==> config.mk <==
export PLATFORM = sky130hd
export DESIGN_NAME = chan3_status
export DESIGN_NICKNAME = d
export VERILOG_FILES = /design/src/logic/input_fifo.v /design/src/logic/chan3_status.v
export VERILOG_INCLUDE_DIRS = /design/src /design/src/logic
export SDC_FILE = /design/constraint.sdc
export NUM_CORES = 1
export LEC_CHECK = 0
export ABC_AREA = 1
export BUFFER_PORTS_ARGS = -buffer_cell sky130_fd_sc_hd__buf_4
export CAP_MARGIN = 20
export CELL_PAD_IN_SITES_DETAIL_PLACEMENT = 1
export CELL_PAD_IN_SITES_GLOBAL_PLACEMENT = 1
export CORE_MARGIN = 3
export CORE_UTILIZATION = 44
export DETAILED_ROUTE_END_ITERATION = 8
export GPL_ROUTABILITY_DRIVEN = 0
export GPL_TIMING_DRIVEN = 0
export HOLD_SLACK_MARGIN = 0.06
export PLACE_DENSITY_LB_ADDON = 0.1
export SETUP_SLACK_MARGIN = 0.15
export SLEW_MARGIN = 20
export SYNTH_ARGS = -nofsm -noshare
export SYNTH_HDL_FRONTEND = slang
export SYNTH_HIERARCHICAL = 1
export SYNTH_SLANG_ARGS = --single-unit
==> constraint.sdc <==
create_clock -name sys_clk -period 2.55 [get_ports sys_clk]
set_input_delay 0.6375 -clock sys_clk [delete_from_list [all_inputs] [get_ports sys_clk]]
set_output_delay 0.6375 -clock sys_clk [all_outputs]
set_load 0.01 [all_outputs]
==> src/logic/chan3_status_map.vh <==
// Address and field map of the channel 3 status and two-way bank block
`ifndef CHAN3_STATUS_MAP_VH
`define CHAN3_STATUS_MAP_VH

// ==========================================================
// Host I/O offsets (5-bit window)
`define HOST_SLOT_BASE   5'h00
`define HOST_DATA_PORT   5'h10
`define HOST_CMD_PORT    5'h14
`define HOST_CD_ADDR_BIT 2

// ==========================================================
// Local processor offsets (5-bit window)
`define LOC_SLOT_BASE    5'h00
`define LOC_INPUT_DATA   5'h10
`define LOC_OUTPUT_DATA  5'h11
`define LOC_STATUS       5'h12

// ==========================================================
// Two-way bank
`define SLOT_FIRST       4'h0
`define SLOT_LAST        4'hf
`define SLOT_FIELD_HI    3
`define SLOT_WINDOW_BIT  4

// ==========================================================
// channel3_twoway_status fields
`define ST_TW_IN_FULL    7
`define ST_TW_OUT_FULL   6
`define ST_HOST_OWNER    5
`define ST_LOCAL_OWNER   4
`define ST_CMD_DATA      3
`define ST_USER_BIT      2
`define ST_IN_FULL       1
`define ST_OUT_FULL      0
`define ST_RESET         8'h00
`define BYTE_ZERO        8'h00

`endif

==> src/logic/input_fifo.v <==
// Synchronous FIFO with valid/ready on both sides
`timescale 1ns/1ps

module input_fifo #(
  parameter WIDTH = 9,
  parameter DEPTH = 32,
  parameter AW    = 5
) (
  input  wire             sys_clk,
  input  wire             nrst,
  input  wire             in_valid,
  output wire             in_ready,
  input  wire [WIDTH-1:0] in_data,
  output wire             out_valid,
  input  wire             out_ready,
  output wire [WIDTH-1:0] out_data
);

  // ==========================================================
  // Storage and pointers
  reg  [WIDTH-1:0] mem [0:DEPTH-1];
  reg  [AW-1:0]    wr_ptr;
  reg  [AW-1:0]    rd_ptr;
  reg  [AW:0]      count;
  wire             push;
  wire             pop;

  assign in_ready  = (count != DEPTH[AW:0]);
  assign out_valid = (count != {(AW+1){1'b0}});
  assign out_data  = mem[rd_ptr];
  assign push      = in_valid & in_ready;
  assign pop       = out_valid & out_ready;

  always @(posedge sys_clk) begin
    if (push) begin
      mem[wr_ptr] <= in_data;
    end
  end

  // Depth need not be a power of two, so pointers wrap explicitly
  always @(posedge sys_clk or negedge nrst) begin
    if (!nrst) begin
      wr_ptr <= {AW{1'b0}};
      rd_ptr <= {AW{1'b0}};
      count  <= {(AW+1){1'b0}};
    end else begin
      if (push) begin
        wr_ptr <= (wr_ptr == DEPTH[AW-1:0] - 1'b1) ? {AW{1'b0}}
                  : wr_ptr + 1'b1;
      end
      if (pop) begin
        rd_ptr <= (rd_ptr == DEPTH[AW-1:0] - 1'b1) ? {AW{1'b0}}
                  : rd_ptr + 1'b1;
      end
      if (push && !pop) begin
        count <= count + 1'b1;
      end else if (pop && !push) begin
        count <= count - 1'b1;
      end
    end
  end

endmodule // input_fifo

==> src/logic/chan3_status.v <==
// Channel 3 status flags, two-way bank and data registers
`timescale 1ns/1ps
`include "chan3_status_map.vh"

module chan3_status #(
  parameter FIFO_DEPTH = 32,
  parameter FIFO_AW    = 5
) (
  input  wire       sys_clk,
  input  wire       nrst,
  input  wire       twoway_bank_enable,
  input  wire       alt_status_select,
  input  wire       host_wr,
  input  wire       host_rd,
  input  wire [4:0] host_addr,
  input  wire [7:0] host_wdata,
  output reg  [7:0] host_rdata,
  output reg        host_rvalid,
  output reg        host_wr_ready,
  input  wire       local_wr,
  input  wire       local_rd,
  input  wire [4:0] local_addr,
  input  wire [7:0] local_wdata,
  output reg  [7:0] local_rdata,
  output reg        local_rvalid,
  output reg        local_irq,
  output reg  [7:0] channel3_twoway_status
);

  // ==========================================================
  // Flags
  reg        twoway_inbound_full;
  reg        twoway_outbound_full;
  reg        host_write_owner_flag;
  reg        local_write_owner_flag;
  reg        cmd_data_indicator;
  reg        user_general_bit;
  reg        input_full_flag;
  reg        output_full_flag;
  reg  [7:0] output_data_reg;
  reg  [7:0] twoway_bank [0:15];
  reg        next_twoway_inbound_full;
  reg        next_twoway_outbound_full;
  reg        next_host_write_owner_flag;
  reg        next_local_write_owner_flag;
  reg        next_input_full_flag;
  reg        next_output_full_flag;
  reg        next_cmd_data_indicator;
  reg        next_user_general_bit;
  reg  [7:0] next_status;

  // ==========================================================
  // Address decode
  wire       host_slot_hit;
  wire       loc_slot_hit;
  wire [3:0] host_slot;
  wire [3:0] loc_slot;
  wire       h_wr_first;
  wire       h_wr_last;
  wire       h_rd_last;
  wire       h_wr_input;
  wire       h_rd_output;
  wire       l_wr_first;
  wire       l_wr_last;
  wire       l_rd_last;
  wire       l_rd_input;
  wire       l_wr_output;
  wire       l_wr_status;
  wire       layout_on;
  wire       fifo_in_ready;
  wire       fifo_out_valid;
  wire [8:0] fifo_out_data;

  // Bank accesses are ignored while the bank is disabled
  assign host_slot_hit = twoway_bank_enable &
                         !host_addr[`SLOT_WINDOW_BIT];
  assign loc_slot_hit  = twoway_bank_enable &
                         !local_addr[`SLOT_WINDOW_BIT];
  assign host_slot     = host_addr[`SLOT_FIELD_HI:0];
  assign loc_slot      = local_addr[`SLOT_FIELD_HI:0];
  assign h_wr_first    = host_wr & host_slot_hit &
                         (host_slot == `SLOT_FIRST);
  assign h_wr_last     = host_wr & host_slot_hit &
                         (host_slot == `SLOT_LAST);
  assign h_rd_last     = host_rd & host_slot_hit &
                         (host_slot == `SLOT_LAST);
  assign l_wr_first    = local_wr & loc_slot_hit &
                         (loc_slot == `SLOT_FIRST);
  assign l_wr_last     = local_wr & loc_slot_hit &
                         (loc_slot == `SLOT_LAST);
  assign l_rd_last     = local_rd & loc_slot_hit &
                         (loc_slot == `SLOT_LAST);
  // Both data and command ports load the input queue
  assign h_wr_input    = host_wr & fifo_in_ready &
                         ((host_addr == `HOST_DATA_PORT) |
                          (host_addr == `HOST_CMD_PORT));
  assign h_rd_output   = host_rd & (host_addr == `HOST_DATA_PORT);
  assign l_rd_input    = local_rd & (local_addr == `LOC_INPUT_DATA);
  assign l_wr_output   = local_wr & (local_addr == `LOC_OUTPUT_DATA);
  assign l_wr_status   = local_wr & (local_addr == `LOC_STATUS);
  assign layout_on     = twoway_bank_enable | !alt_status_select;

  // ==========================================================
  // Input data queue

  input_fifo #(
    .WIDTH (9),
    .DEPTH (FIFO_DEPTH),
    .AW    (FIFO_AW)
  ) u_input_fifo (
    .sys_clk   (sys_clk),
    .nrst      (nrst),
    .in_valid  (h_wr_input),
    .in_ready  (fifo_in_ready),
    .in_data   ({host_addr[`HOST_CD_ADDR_BIT], host_wdata}),
    .out_valid (fifo_out_valid),
    .out_ready (l_rd_input),
    .out_data  (fifo_out_data)
  );

  // ==========================================================
  // Queue level shadow
  // Ready must already count this cycle's push, or back-to-back host
  // writes would see ready high while the queue has just filled
  reg  [FIFO_AW:0] queue_level;
  reg  [FIFO_AW:0] next_queue_level;
  wire             queue_pop;

  assign queue_pop = l_rd_input & fifo_out_valid;

  always @* begin
    next_queue_level = queue_level;
    if (h_wr_input && !queue_pop) begin
      next_queue_level = queue_level + 1'b1;
    end else if (queue_pop && !h_wr_input) begin
      next_queue_level = queue_level - 1'b1;
    end
  end

  always @(posedge sys_clk or negedge nrst) begin
    if (!nrst) begin
      queue_level <= {(FIFO_AW+1){1'b0}};
    end else begin
      queue_level <= next_queue_level;
    end
  end

  // ==========================================================
  // Flag next-state: every set term wins over a clear term
  always @* begin
    next_twoway_inbound_full = twoway_inbound_full;
    if (l_rd_last) begin
      next_twoway_inbound_full = 1'b0;
    end
    if (h_wr_last) begin
      next_twoway_inbound_full = 1'b1;
    end

    next_twoway_outbound_full = twoway_outbound_full;
    if (h_rd_last) begin
      next_twoway_outbound_full = 1'b0;
    end
    if (l_wr_status && !local_wdata[`ST_TW_OUT_FULL]) begin
      next_twoway_outbound_full = 1'b0;
    end
    if (l_wr_last) begin
      next_twoway_outbound_full = 1'b1;
    end

    next_host_write_owner_flag = host_write_owner_flag;
    if (l_rd_last) begin
      next_host_write_owner_flag = 1'b0;
    end
    if (h_wr_first && !local_write_owner_flag) begin
      next_host_write_owner_flag = 1'b1;
    end

    next_local_write_owner_flag = local_write_owner_flag;
    if (h_rd_last) begin
      next_local_write_owner_flag = 1'b0;
    end
    if (l_wr_status && !local_wdata[`ST_LOCAL_OWNER]) begin
      next_local_write_owner_flag = 1'b0;
    end
    // A host write in the same cycle takes ownership instead
    if (l_wr_first && !host_write_owner_flag && !h_wr_first) begin
      next_local_write_owner_flag = 1'b1;
    end

    next_input_full_flag = input_full_flag;
    if (l_rd_input) begin
      next_input_full_flag = 1'b0;
    end
    if (h_wr_input) begin
      next_input_full_flag = 1'b1;
    end

    next_output_full_flag = output_full_flag;
    if (h_rd_output) begin
      next_output_full_flag = 1'b0;
    end
    if (l_wr_status && !local_wdata[`ST_OUT_FULL]) begin
      next_output_full_flag = 1'b0;
    end
    if (l_wr_output) begin
      next_output_full_flag = 1'b1;
    end

    next_cmd_data_indicator = cmd_data_indicator;
    if (h_wr_input) begin
      next_cmd_data_indicator = host_addr[`HOST_CD_ADDR_BIT];
    end

    // Host has no write path to the user bit
    next_user_general_bit = user_general_bit;
    if (l_wr_status) begin
      next_user_general_bit = local_wdata[`ST_USER_BIT];
    end

    next_status                  = `ST_RESET;
    if (layout_on) begin
      next_status[`ST_TW_IN_FULL]  = next_twoway_inbound_full;
      next_status[`ST_TW_OUT_FULL] = next_twoway_outbound_full;
      next_status[`ST_HOST_OWNER]  = next_host_write_owner_flag;
      next_status[`ST_LOCAL_OWNER] = next_local_write_owner_flag;
      next_status[`ST_CMD_DATA]    = next_cmd_data_indicator;
      next_status[`ST_USER_BIT]    = next_user_general_bit;
      next_status[`ST_IN_FULL]     = next_input_full_flag;
      next_status[`ST_OUT_FULL]    = next_output_full_flag;
    end
  end

  // ==========================================================
  // Flag registers
  always @(posedge sys_clk or negedge nrst) begin
    if (!nrst) begin
      twoway_inbound_full    <= 1'b0;
      twoway_outbound_full   <= 1'b0;
      host_write_owner_flag  <= 1'b0;
      local_write_owner_flag <= 1'b0;
      cmd_data_indicator     <= 1'b0;
      user_general_bit       <= 1'b0;
      input_full_flag        <= 1'b0;
      output_full_flag       <= 1'b0;
      channel3_twoway_status <= `ST_RESET;
      local_irq              <= 1'b0;
      host_wr_ready          <= 1'b0;
    end else begin
      twoway_inbound_full    <= next_twoway_inbound_full;
      twoway_outbound_full   <= next_twoway_outbound_full;
      host_write_owner_flag  <= next_host_write_owner_flag;
      local_write_owner_flag <= next_local_write_owner_flag;
      cmd_data_indicator     <= next_cmd_data_indicator;
      user_general_bit       <= next_user_general_bit;
      input_full_flag        <= next_input_full_flag;
      output_full_flag       <= next_output_full_flag;
      channel3_twoway_status <= next_status;
      local_irq              <= next_twoway_inbound_full |
                                next_input_full_flag;
      // Space left after this edge; a write while low is dropped
      host_wr_ready          <= (next_queue_level !=
                                 FIFO_DEPTH[FIFO_AW:0]);
    end
  end

  // ==========================================================
  // Data storage
  integer i;

  always @(posedge sys_clk or negedge nrst) begin
    if (!nrst) begin
      output_data_reg <= `BYTE_ZERO;
      for (i = 0; i < 16; i = i + 1) begin
        twoway_bank[i] <= `BYTE_ZERO;
      end
    end else begin
      if (l_wr_output) begin
        output_data_reg <= local_wdata;
      end
      // Host wins a same-slot collision, matching the owner priority
      if (local_wr && loc_slot_hit) begin
        twoway_bank[loc_slot] <= local_wdata;
      end
      if (host_wr && host_slot_hit) begin
        twoway_bank[host_slot] <= host_wdata;
      end
    end
  end

  // ==========================================================
  // Read ports: status reads have no side effects
  always @(posedge sys_clk or negedge nrst) begin
    if (!nrst) begin
      host_rdata   <= `BYTE_ZERO;
      host_rvalid  <= 1'b0;
      local_rdata  <= `BYTE_ZERO;
      local_rvalid <= 1'b0;
    end else begin
      host_rvalid  <= host_rd;
      local_rvalid <= local_rd;
      if (host_rd) begin
        if (host_slot_hit) begin
          host_rdata <= twoway_bank[host_slot];
        end else if (host_addr == `HOST_DATA_PORT) begin
          host_rdata <= output_data_reg;
        end else if (host_addr == `HOST_CMD_PORT) begin
          host_rdata <= channel3_twoway_status;
        end else begin
          host_rdata <= `BYTE_ZERO;
        end
      end
      if (local_rd) begin
        if (loc_slot_hit) begin
          local_rdata <= twoway_bank[loc_slot];
        end else if (local_addr == `LOC_INPUT_DATA) begin
          local_rdata <= fifo_out_valid ? fifo_out_data[7:0]
                         : `BYTE_ZERO;
        end else if (local_addr == `LOC_OUTPUT_DATA) begin
          local_rdata <= output_data_reg;
        end else if (local_addr == `LOC_STATUS) begin
          local_rdata <= channel3_twoway_status;
        end else begin
          local_rdata <= `BYTE_ZERO;
        end
      end
    end
  end

endmodule // chan3_status

==> results by stage, run 1 <==
Routing:
- The count of routing violations after the opening detailed-route iteration is 1953.
- The via count is 19800.
- The wire length per cell is 26.5 um.
- The post-detailed-route DRC marker count is 0.
- The via-per-instance ratio is 6.10.
- Before antenna repair, the detailed router went through 5 iterations.
- The remaining antenna violation count is 0.
- The final wirelength is 86.3 mm.

Die:
- The number of top-level pins is 62.
- The core region area is 49100 sq um.
- For this configuration, the core starts out at a cell density of 0.446.
- The die is 229 um tall.
- The die outline width is 229 um.
- The cell row count is 81.
- The die covers 52500 sq um.

Worst setup path:
- Data on the critical path arrives at its endpoint at 2.75 ns.
- Of all nets on the critical path, the largest fanout is 10.
- The critical path launch point type is an input pin.
- The element type at the critical path end is a flop.
- For this run, the slowest stage of the critical path takes 0.72 ns.
- The largest individual stage delay along the critical path comes from the cell nor3_2.
- The worst endpoint required time is 2.78 ns.
- Walking the worst path, the cells encountered are buf_4 > nor2_2 > nand3_4 > nand2_4 > nand2_8 > inv_8 > nand2_8 > buf_2 > nor3_2.
- The critical path in this run is classified as in2reg.
- The slack of the worst reg-to-reg path is 0.09 ns.
- The dominant cell type by count on the critical path is nand2_8.

Layout:
- With fillers left out, the area of the finished cells amounts to 26100 sq um.
- In the final layout, the share of cells above drive strength 1 is 0.162.
- The post-layout net count is 2598.
- The register with the most flip-flops in the layout has 256 of them.
- Measured on the finished design, the core utilization comes to 0.533.
- Summing all flip-flop and latch instances after layout gives 12500 sq um.
- For this run, the number of standard cells in the final layout without fillers is 3251.
- The relative area change from synthesis to final layout is 19.3%.
- After filler insertion, the fill cell instance count of the layout stands at 5605.
- The largest registers in the layout are u_input_fifo/mem x256, twoway_bank x128.
- Summing all multi-input logic gate instances after layout gives 8890 sq um.
- Ranked by flip-flop count, first place goes to u_input_fifo/mem.

Timing:
- Summed over all failing endpoints, the final setup total negative slack is 0 ns.
- The smallest clock period supported by the final layout is computed as 2.52 ns.
- The final-report max-slew violation count is 0.
- Between clock sinks in the finished design, the worst skew comes to 0.0167 ns.
- In this run the tightest slew margin relative to its limit is 0.192.
- The maximum clock frequency is 397 MHz.
- At the pin with the least slew margin, the transition time is 1.21 ns.
- Setup repair after global routing could not meet its margin everywhere.
- Setup violations remaining at the end of the flow were counted as 0.
- The final count of hold timing violations was 0.
- The share of the clock period used by the worst path after layout is 0.987.

Yosys:
- Yosys printed 6 warnings.
- The number of nets produced by synthesis is 2455.
- The cell area after technology mapping is 21900 sq um.
- The synthesized area divided by synthesized cell count is 9.11 sq um.
- The number of instances in the synthesized netlist is 2405.

GRT:
- The via count of the first global-routing pass was 20100.
- The number of antenna violations at the first check in global routing came to 5.
- For this run, the total global-route usage over all layers was measured as 0.322.
- The first global-routing pass estimated 127 mm of wire.
- The overflow left after global routing is 0.
- The maximum number of pins on one net before global-route repair is 80.

Power:
- The sequential share of power is 0.389.
- The ratio of total power to cell area is 921 nW/um^2.
- The worst voltage drop across the vdd grid is 0.504 mV.
- Of the total power, the share spent switching nets is 0.366.
- Internal power comes to 15.3 mW.
- The reported net switching power is 8.82 mW.
- For this design the static power due to leakage is 11.1 nW.
- The share of total power dissipated in the clock network is 0.307.
- The share of total power dissipated in combinational logic is 0.304.

Place:
- In this run the cell area measured after placement is 23500 sq um.
- The number of port buffers is 57.
- Detailed placement finished with a half-perimeter wire length of 59.7 mm.
- The post-placement cell count is 3128.

CTS:
- TritonCTS built the clock tree.
- The sink count of the clock tree is 450.
- The cell sitting at the root of the clock tree is a clkbuf_16.
- The deepest level of the CTS H-tree is 2.
- In this run, CTS created clock tree buffers numbering 51.
- Clock-pin slew was measured on the worst setup and hold paths at 0.06 ns.
- The clock reaches the later pin of the worst-skew pair after 0.62 ns.
- The worst-case clock buffer depth is 3.

Flow run:
- The number of max-capacitance violations reported is 0.

Outcome:
- The flow ran to the end, and the final reports show no timing, DRC or antenna violations.

Min path:
- The worst hold path belongs to the class in2reg.
## what timing repair did
action                     in CTS  in global routing
setup endpoints to repair     261                177
pin swaps                       8                 39
buffers inserted               12                 18
gates resized for setup        46                154
hold endpoints to repair       50                  0
cloned                          0                  2
hold buffers                    1                  0
## worst max-delay path: cells and delay by family
kind                   cells  cell delay, ns
AND/OR/NAND/NOR            6            1.57
buffers and inverters      3            0.51
## final cells by class
cell class	count	area share
Antenna cell	1	0.0000958
Buffer	142	0.0331
Clock buffer	73	0.0567
Clock inverter	18	0.00690
Inverter	135	0.0208
Multi-Input combinational cell	1676	0.340
Sequential cell	450	0.480
Tap cell	664	0.0318
Timing Repair Buffer	91	0.0300
Timing Repair inverter	1	0.000239
## power by group through the flow
stage                     Sequential (mW)  Combinational (mW)  Clock, mW
final                                9.37                7.32       7.38
after detailed placement             9.44                6.31          0
after floorplan                      9.14                4.00          0
after CTS                            9.29                6.61       7.48
after global placement               9.40                6.06          0
after global routing                 9.43                7.97       7.80
## stage by stage
stage	hold slack, ns	power, mW	setup WS (ns)
floorplan	0.342	13.1	-0.0140
global placement	0.469	15.5	-0.881
detailed placement	0.473	15.8	-0.801
CTS	0.121	23.4	0.0480
global route	0.130	25.2	-0.0217
finish	0.149	24.1	0.0323
## metal layers
metal / track usage / part of all wire / up-vias / routed length [um]
li1: - / - / 8669 / -
met1: 0.431 / 0.41 / 10100 / 35200
met2: 0.524 / 0.47 / 872 / 40600
met3: 0.0608 / 0.082 / 230 / 7090
met4: 0.122 / 0.039 / 6 / 3410
met5: 0 / 0.00038 / - / 33
## worst paths after layout
kind                                                     from                                end  cells past startpoint
setup reg to reg           u_input_fifo/wr_ptr[0]$_DFFE_PN0P_  u_input_fifo/mem[30][1]$_DFFE_PP_                      4
setup / recovery                                 host_addr[3]  u_input_fifo/mem[30][1]$_DFFE_PP_                      9
hold reg to reg                     input_full_flag$_DFF_PN0_          input_full_flag$_DFF_PN0_                      2
hold / removal                                        host_rd              host_rvalid$_DFF_PN0_                      1
min in group asynchronous                                nrst            host_wr_ready$_DFF_PN0_                      2
max in group asynchronous                                nrst          twoway_bank[19]$_DFF_PN0_                      4
## placed cells by master (no fill, tap or decap), drive strengths merged
cell type      n
bufinv         3
a22oi        128
or2            3
nand4          2
dfrtp        194
edfxtp       256
nand2        719
ha            15
a211oi        10
inv          121
o211ai         7
dlygate4sd3    1
nor4           1
nor3          36
clkinvlp       4
buf          163
clkinv        26
clkbuf       142
diode          1
a31oi         20
nand3        258
xnor2          2
xor2          10
o21ai        171
nor2         124
a21oi         93
fa             1
o22ai         75
o221ai         1
Note: power is estimated with default switching activity, not from simulation.
==> run 2: changes to the inputs <==
--- a/config.mk
+++ b/config.mk
@@ -20,4 +20,5 @@
 export PLACE_DENSITY_LB_ADDON = 0.1
 export SETUP_SLACK_MARGIN = 0.15
+export SKIP_CTS_REPAIR_TIMING = 1
 export SLEW_MARGIN = 20
 export SYNTH_ARGS = -nofsm -noshare
==> constraint.sdc (replaced) <==
create_clock -name sys_clk -period 2.55 [get_ports sys_clk]
set_input_delay 0.6375 -clock sys_clk [delete_from_list [all_inputs] [get_ports sys_clk]]
set_output_delay 0.6375 -clock sys_clk [all_outputs]
set_load 0.05 [all_outputs]
==> results by stage, run 2 (synthesized netlist as in run 1, its figures left out) <==
Timing:
- Across all hold checks on the routed design, the worst slack comes to 0.148 ns.
- For the final database, setup skew stands at 0.0136 ns.
- The final-report max-slew violation count is 0.
- Setup repair after global routing could not meet its margin everywhere.
- The tightest slew margin relative to the limit is 0.205.
- Of the available clock period, the critical path in the final layout requires 0.991.
- The shortest period the worst path allows is 2.53 ns.
- The slew at the pin with the worst max-slew slack is 1.19 ns.
- The final count of hold timing violations is 0.
- Static timing analysis puts the maximum clock frequency at 396 MHz.
- The number of setup violations in the final report is 0.

GRT:
- Entering global routing, the biggest net connects 80 pins.
- The overflow left after global routing is 0.
- The total global-route track usage is 0.321.
- The number of antenna violations at the first check in global routing is 4.
- The via count of the first global-routing pass was 20000.
- The first global-routing pass estimated 126 mm of wire.

Routing:
- The pre-antenna-repair detailed-routing pass consisted of 6 iterations.
- The post-detailed-route DRC marker count is 0.
- The final wirelength is 87.6 mm.
- The wire length per cell is 26.9 um.
- The remaining antenna violation count is 0.
- The via-per-instance ratio is 6.12.
- The count of routing violations after the opening detailed-route iteration is 1840.
- The routed layout has 19900 vias.

Die:
- For this configuration, the core starts out at a cell density of 0.446.
- From bottom edge to top edge, the die measures 229 um.
- The floorplan has 81 rows.
- The die outline width is 229 um.
- The floorplan step defined a core boundary enclosing 49100 sq um.
- During I/O placement, the number of pins put on the boundary was 62.
- The die covers 52500 sq um.

Worst setup path:
- The critical path data arrival time is 3.06 ns.
- At the worst endpoint, the required time is 3.08 ns.
- The critical path launch point is u_input_fifo/count[2]$_DFFE_PN0P_.
- The cell that appears most often on the critical path is nand2_1.
- The kind of critical path is reg2reg.
- The worst setup path is captured at a flop.
- The longest individual stage delay on the worst path is 0.43 ns.
- Walking the worst path, the cells encountered are nor2_2 > nand3_2 > nor2_2 > nand2_2 > nand2_2 > inv_2 > nand2_8 > inv_8 > nand2_8 > inv_4 > buf_8 > ha_4 > fa_2 > o21ai_2 > nand2_1 > nand2_1 > nand2_1 > a31oi_1.
- STA classifies the critical path startpoint as a flop.
- The startpoint of the most critical register-to-register path is u_input_fifo/count[2]$_DFFE_PN0P_.
- The critical-path maximum fanout is 4.
- The slowest cell on the critical path is dfrtp_2.

Power:
- The ratio of total power to cell area is 927 nW/um^2.
- The worst voltage drop across the vdd grid is 0.504 mV.
- The total power of the final layout is 24.3 mW.
- The leakage power figure is 11.1 nW.

Layout:
- The relative area change from synthesis to final layout is 19.6%.
- In the final layout, the registers with the most flip-flops are u_input_fifo/mem x256, twoway_bank x128.
- The register bank with the most flops is u_input_fifo/mem.
- The fraction of final layout cells sized beyond drive strength 1 is 0.149.
- The post-layout net count is 2596.
- The library cell used most frequently in the layout, excluding fill and tap cells, is nand2_1.
- The flip-flop count of the largest register, all copies and words added is 256.
- In the layout the commonest cells are 698 x nand2_1, 256 x edfxtp_1, 236 x nand3_1.
- The fill cell instance count of the final layout is 5592.

CTS:
- Clock tree synthesis selected as its root buffer the cell clkbuf_16.
- The clock net in this run drives a total of 450 sinks.
- The CTS tree is yes.
- The total clock buffers created by CTS is 51.
- The worst-case clock buffer depth is 3.
- The clock latency reported for the late side of the worst-skew pair is 0.61 ns.
- The deepest level of the CTS H-tree is 2.
- After clock tree synthesis, the clock-pin slew on the worst setup and hold paths is 0.06 ns.

Flow run:
- The tool flagged a number of max-cap violations equal to 0.

Place:
- The wire-length estimate of the detail-placed layout is 59.7 mm.
- The number of port buffers is 57.

Min path:
- The class of the tightest hold or removal check is in2reg.
- In this run the most critical hold path is launched from host_rd.

Outcome:
- The run finished with clean final reports.
## run 2: cell types whose count changed in the layout (fill, tap and decap cells not counted), sizes merged
cell / delta
buf: +3
clkbuf: -5
clkinv: -1
clkinvlp: +1
## run 2: layout make-up
class | instances | area (sq um) | area share
Buffer | 143 | 937 | 0.0358
Multi-Input combinational cell | 1676 | 8760 | 0.335
Inverter | 135 | 544 | 0.0208
Tap cell | 664 | 831 | 0.0317
Timing Repair inverter | 1 | 8.76 | 0.000334
Antenna cell | 1 | 2.50 | 0.0000956
Clock inverter | 18 | 180 | 0.00688
Timing Repair Buffer | 88 | 893 | 0.0341
Sequential cell | 450 | 12500 | 0.479
Clock buffer | 73 | 1480 | 0.0566
## run 2: worst max-delay path: cells and delay by family (launching register included)
family / cells / cell delay [ns]
flip-flops: 1 / 0.43
AO/OA/AOI/OAI: 2 / 0.25
AND/OR/NAND/NOR: 10 / 0.91
adder cells (fa/ha/maj): 2 / 0.60
buffers and inverters: 4 / 0.26
## run 2: worst paths after layout
check                           slack (ns)  cells after the start                                 to
max in group asynchronous             0.86                      4          twoway_bank[19]$_DFF_PN0_
worst min register to register        0.49                      2          input_full_flag$_DFF_PN0_
worst max-delay path                  0.02                     18  u_input_fifo/count[4]$_DFFE_PN0P_
worst max register to register        0.02                     18  u_input_fifo/count[4]$_DFFE_PN0P_
min in group asynchronous             0.54                      2            host_wr_ready$_DFF_PN0_
worst min-delay path                  0.15                      1              host_rvalid$_DFF_PN0_
## run 2: through the flow
step	instance area [sq um]	setup WS, ns	util	TNS [ns]	std cells
3_5_place_dp	23500	-0.801	0.479	-174.18	3128
5_1_grt	26200	-0.132	0.534	-0.409	3248
6_report	26200	0.0232	0.534	0	3249
4_1_cts	25200	-0.322	0.513	-22.22	3219
3_3_place_gp	23400	-0.881	0.477	-276.62	3126
2_1_floorplan	22200	-0.0140	-	-0.0326	2405
## run 2: power by group
part	switching [mW]	internal, mW	total [mW]
combinational	5.08	2.42	7.50
sequential	0.870	8.50	9.37
clock	3.07	4.33	7.40
## run 2: metal layers
layer,vias up,track usage,wire (um)
met3,235,0.0587,7030
met1,10100,0.432,35500
met2,913,0.519,41500
met5,-,0,27
li1,8653,-,-
met4,4,0.121,3540
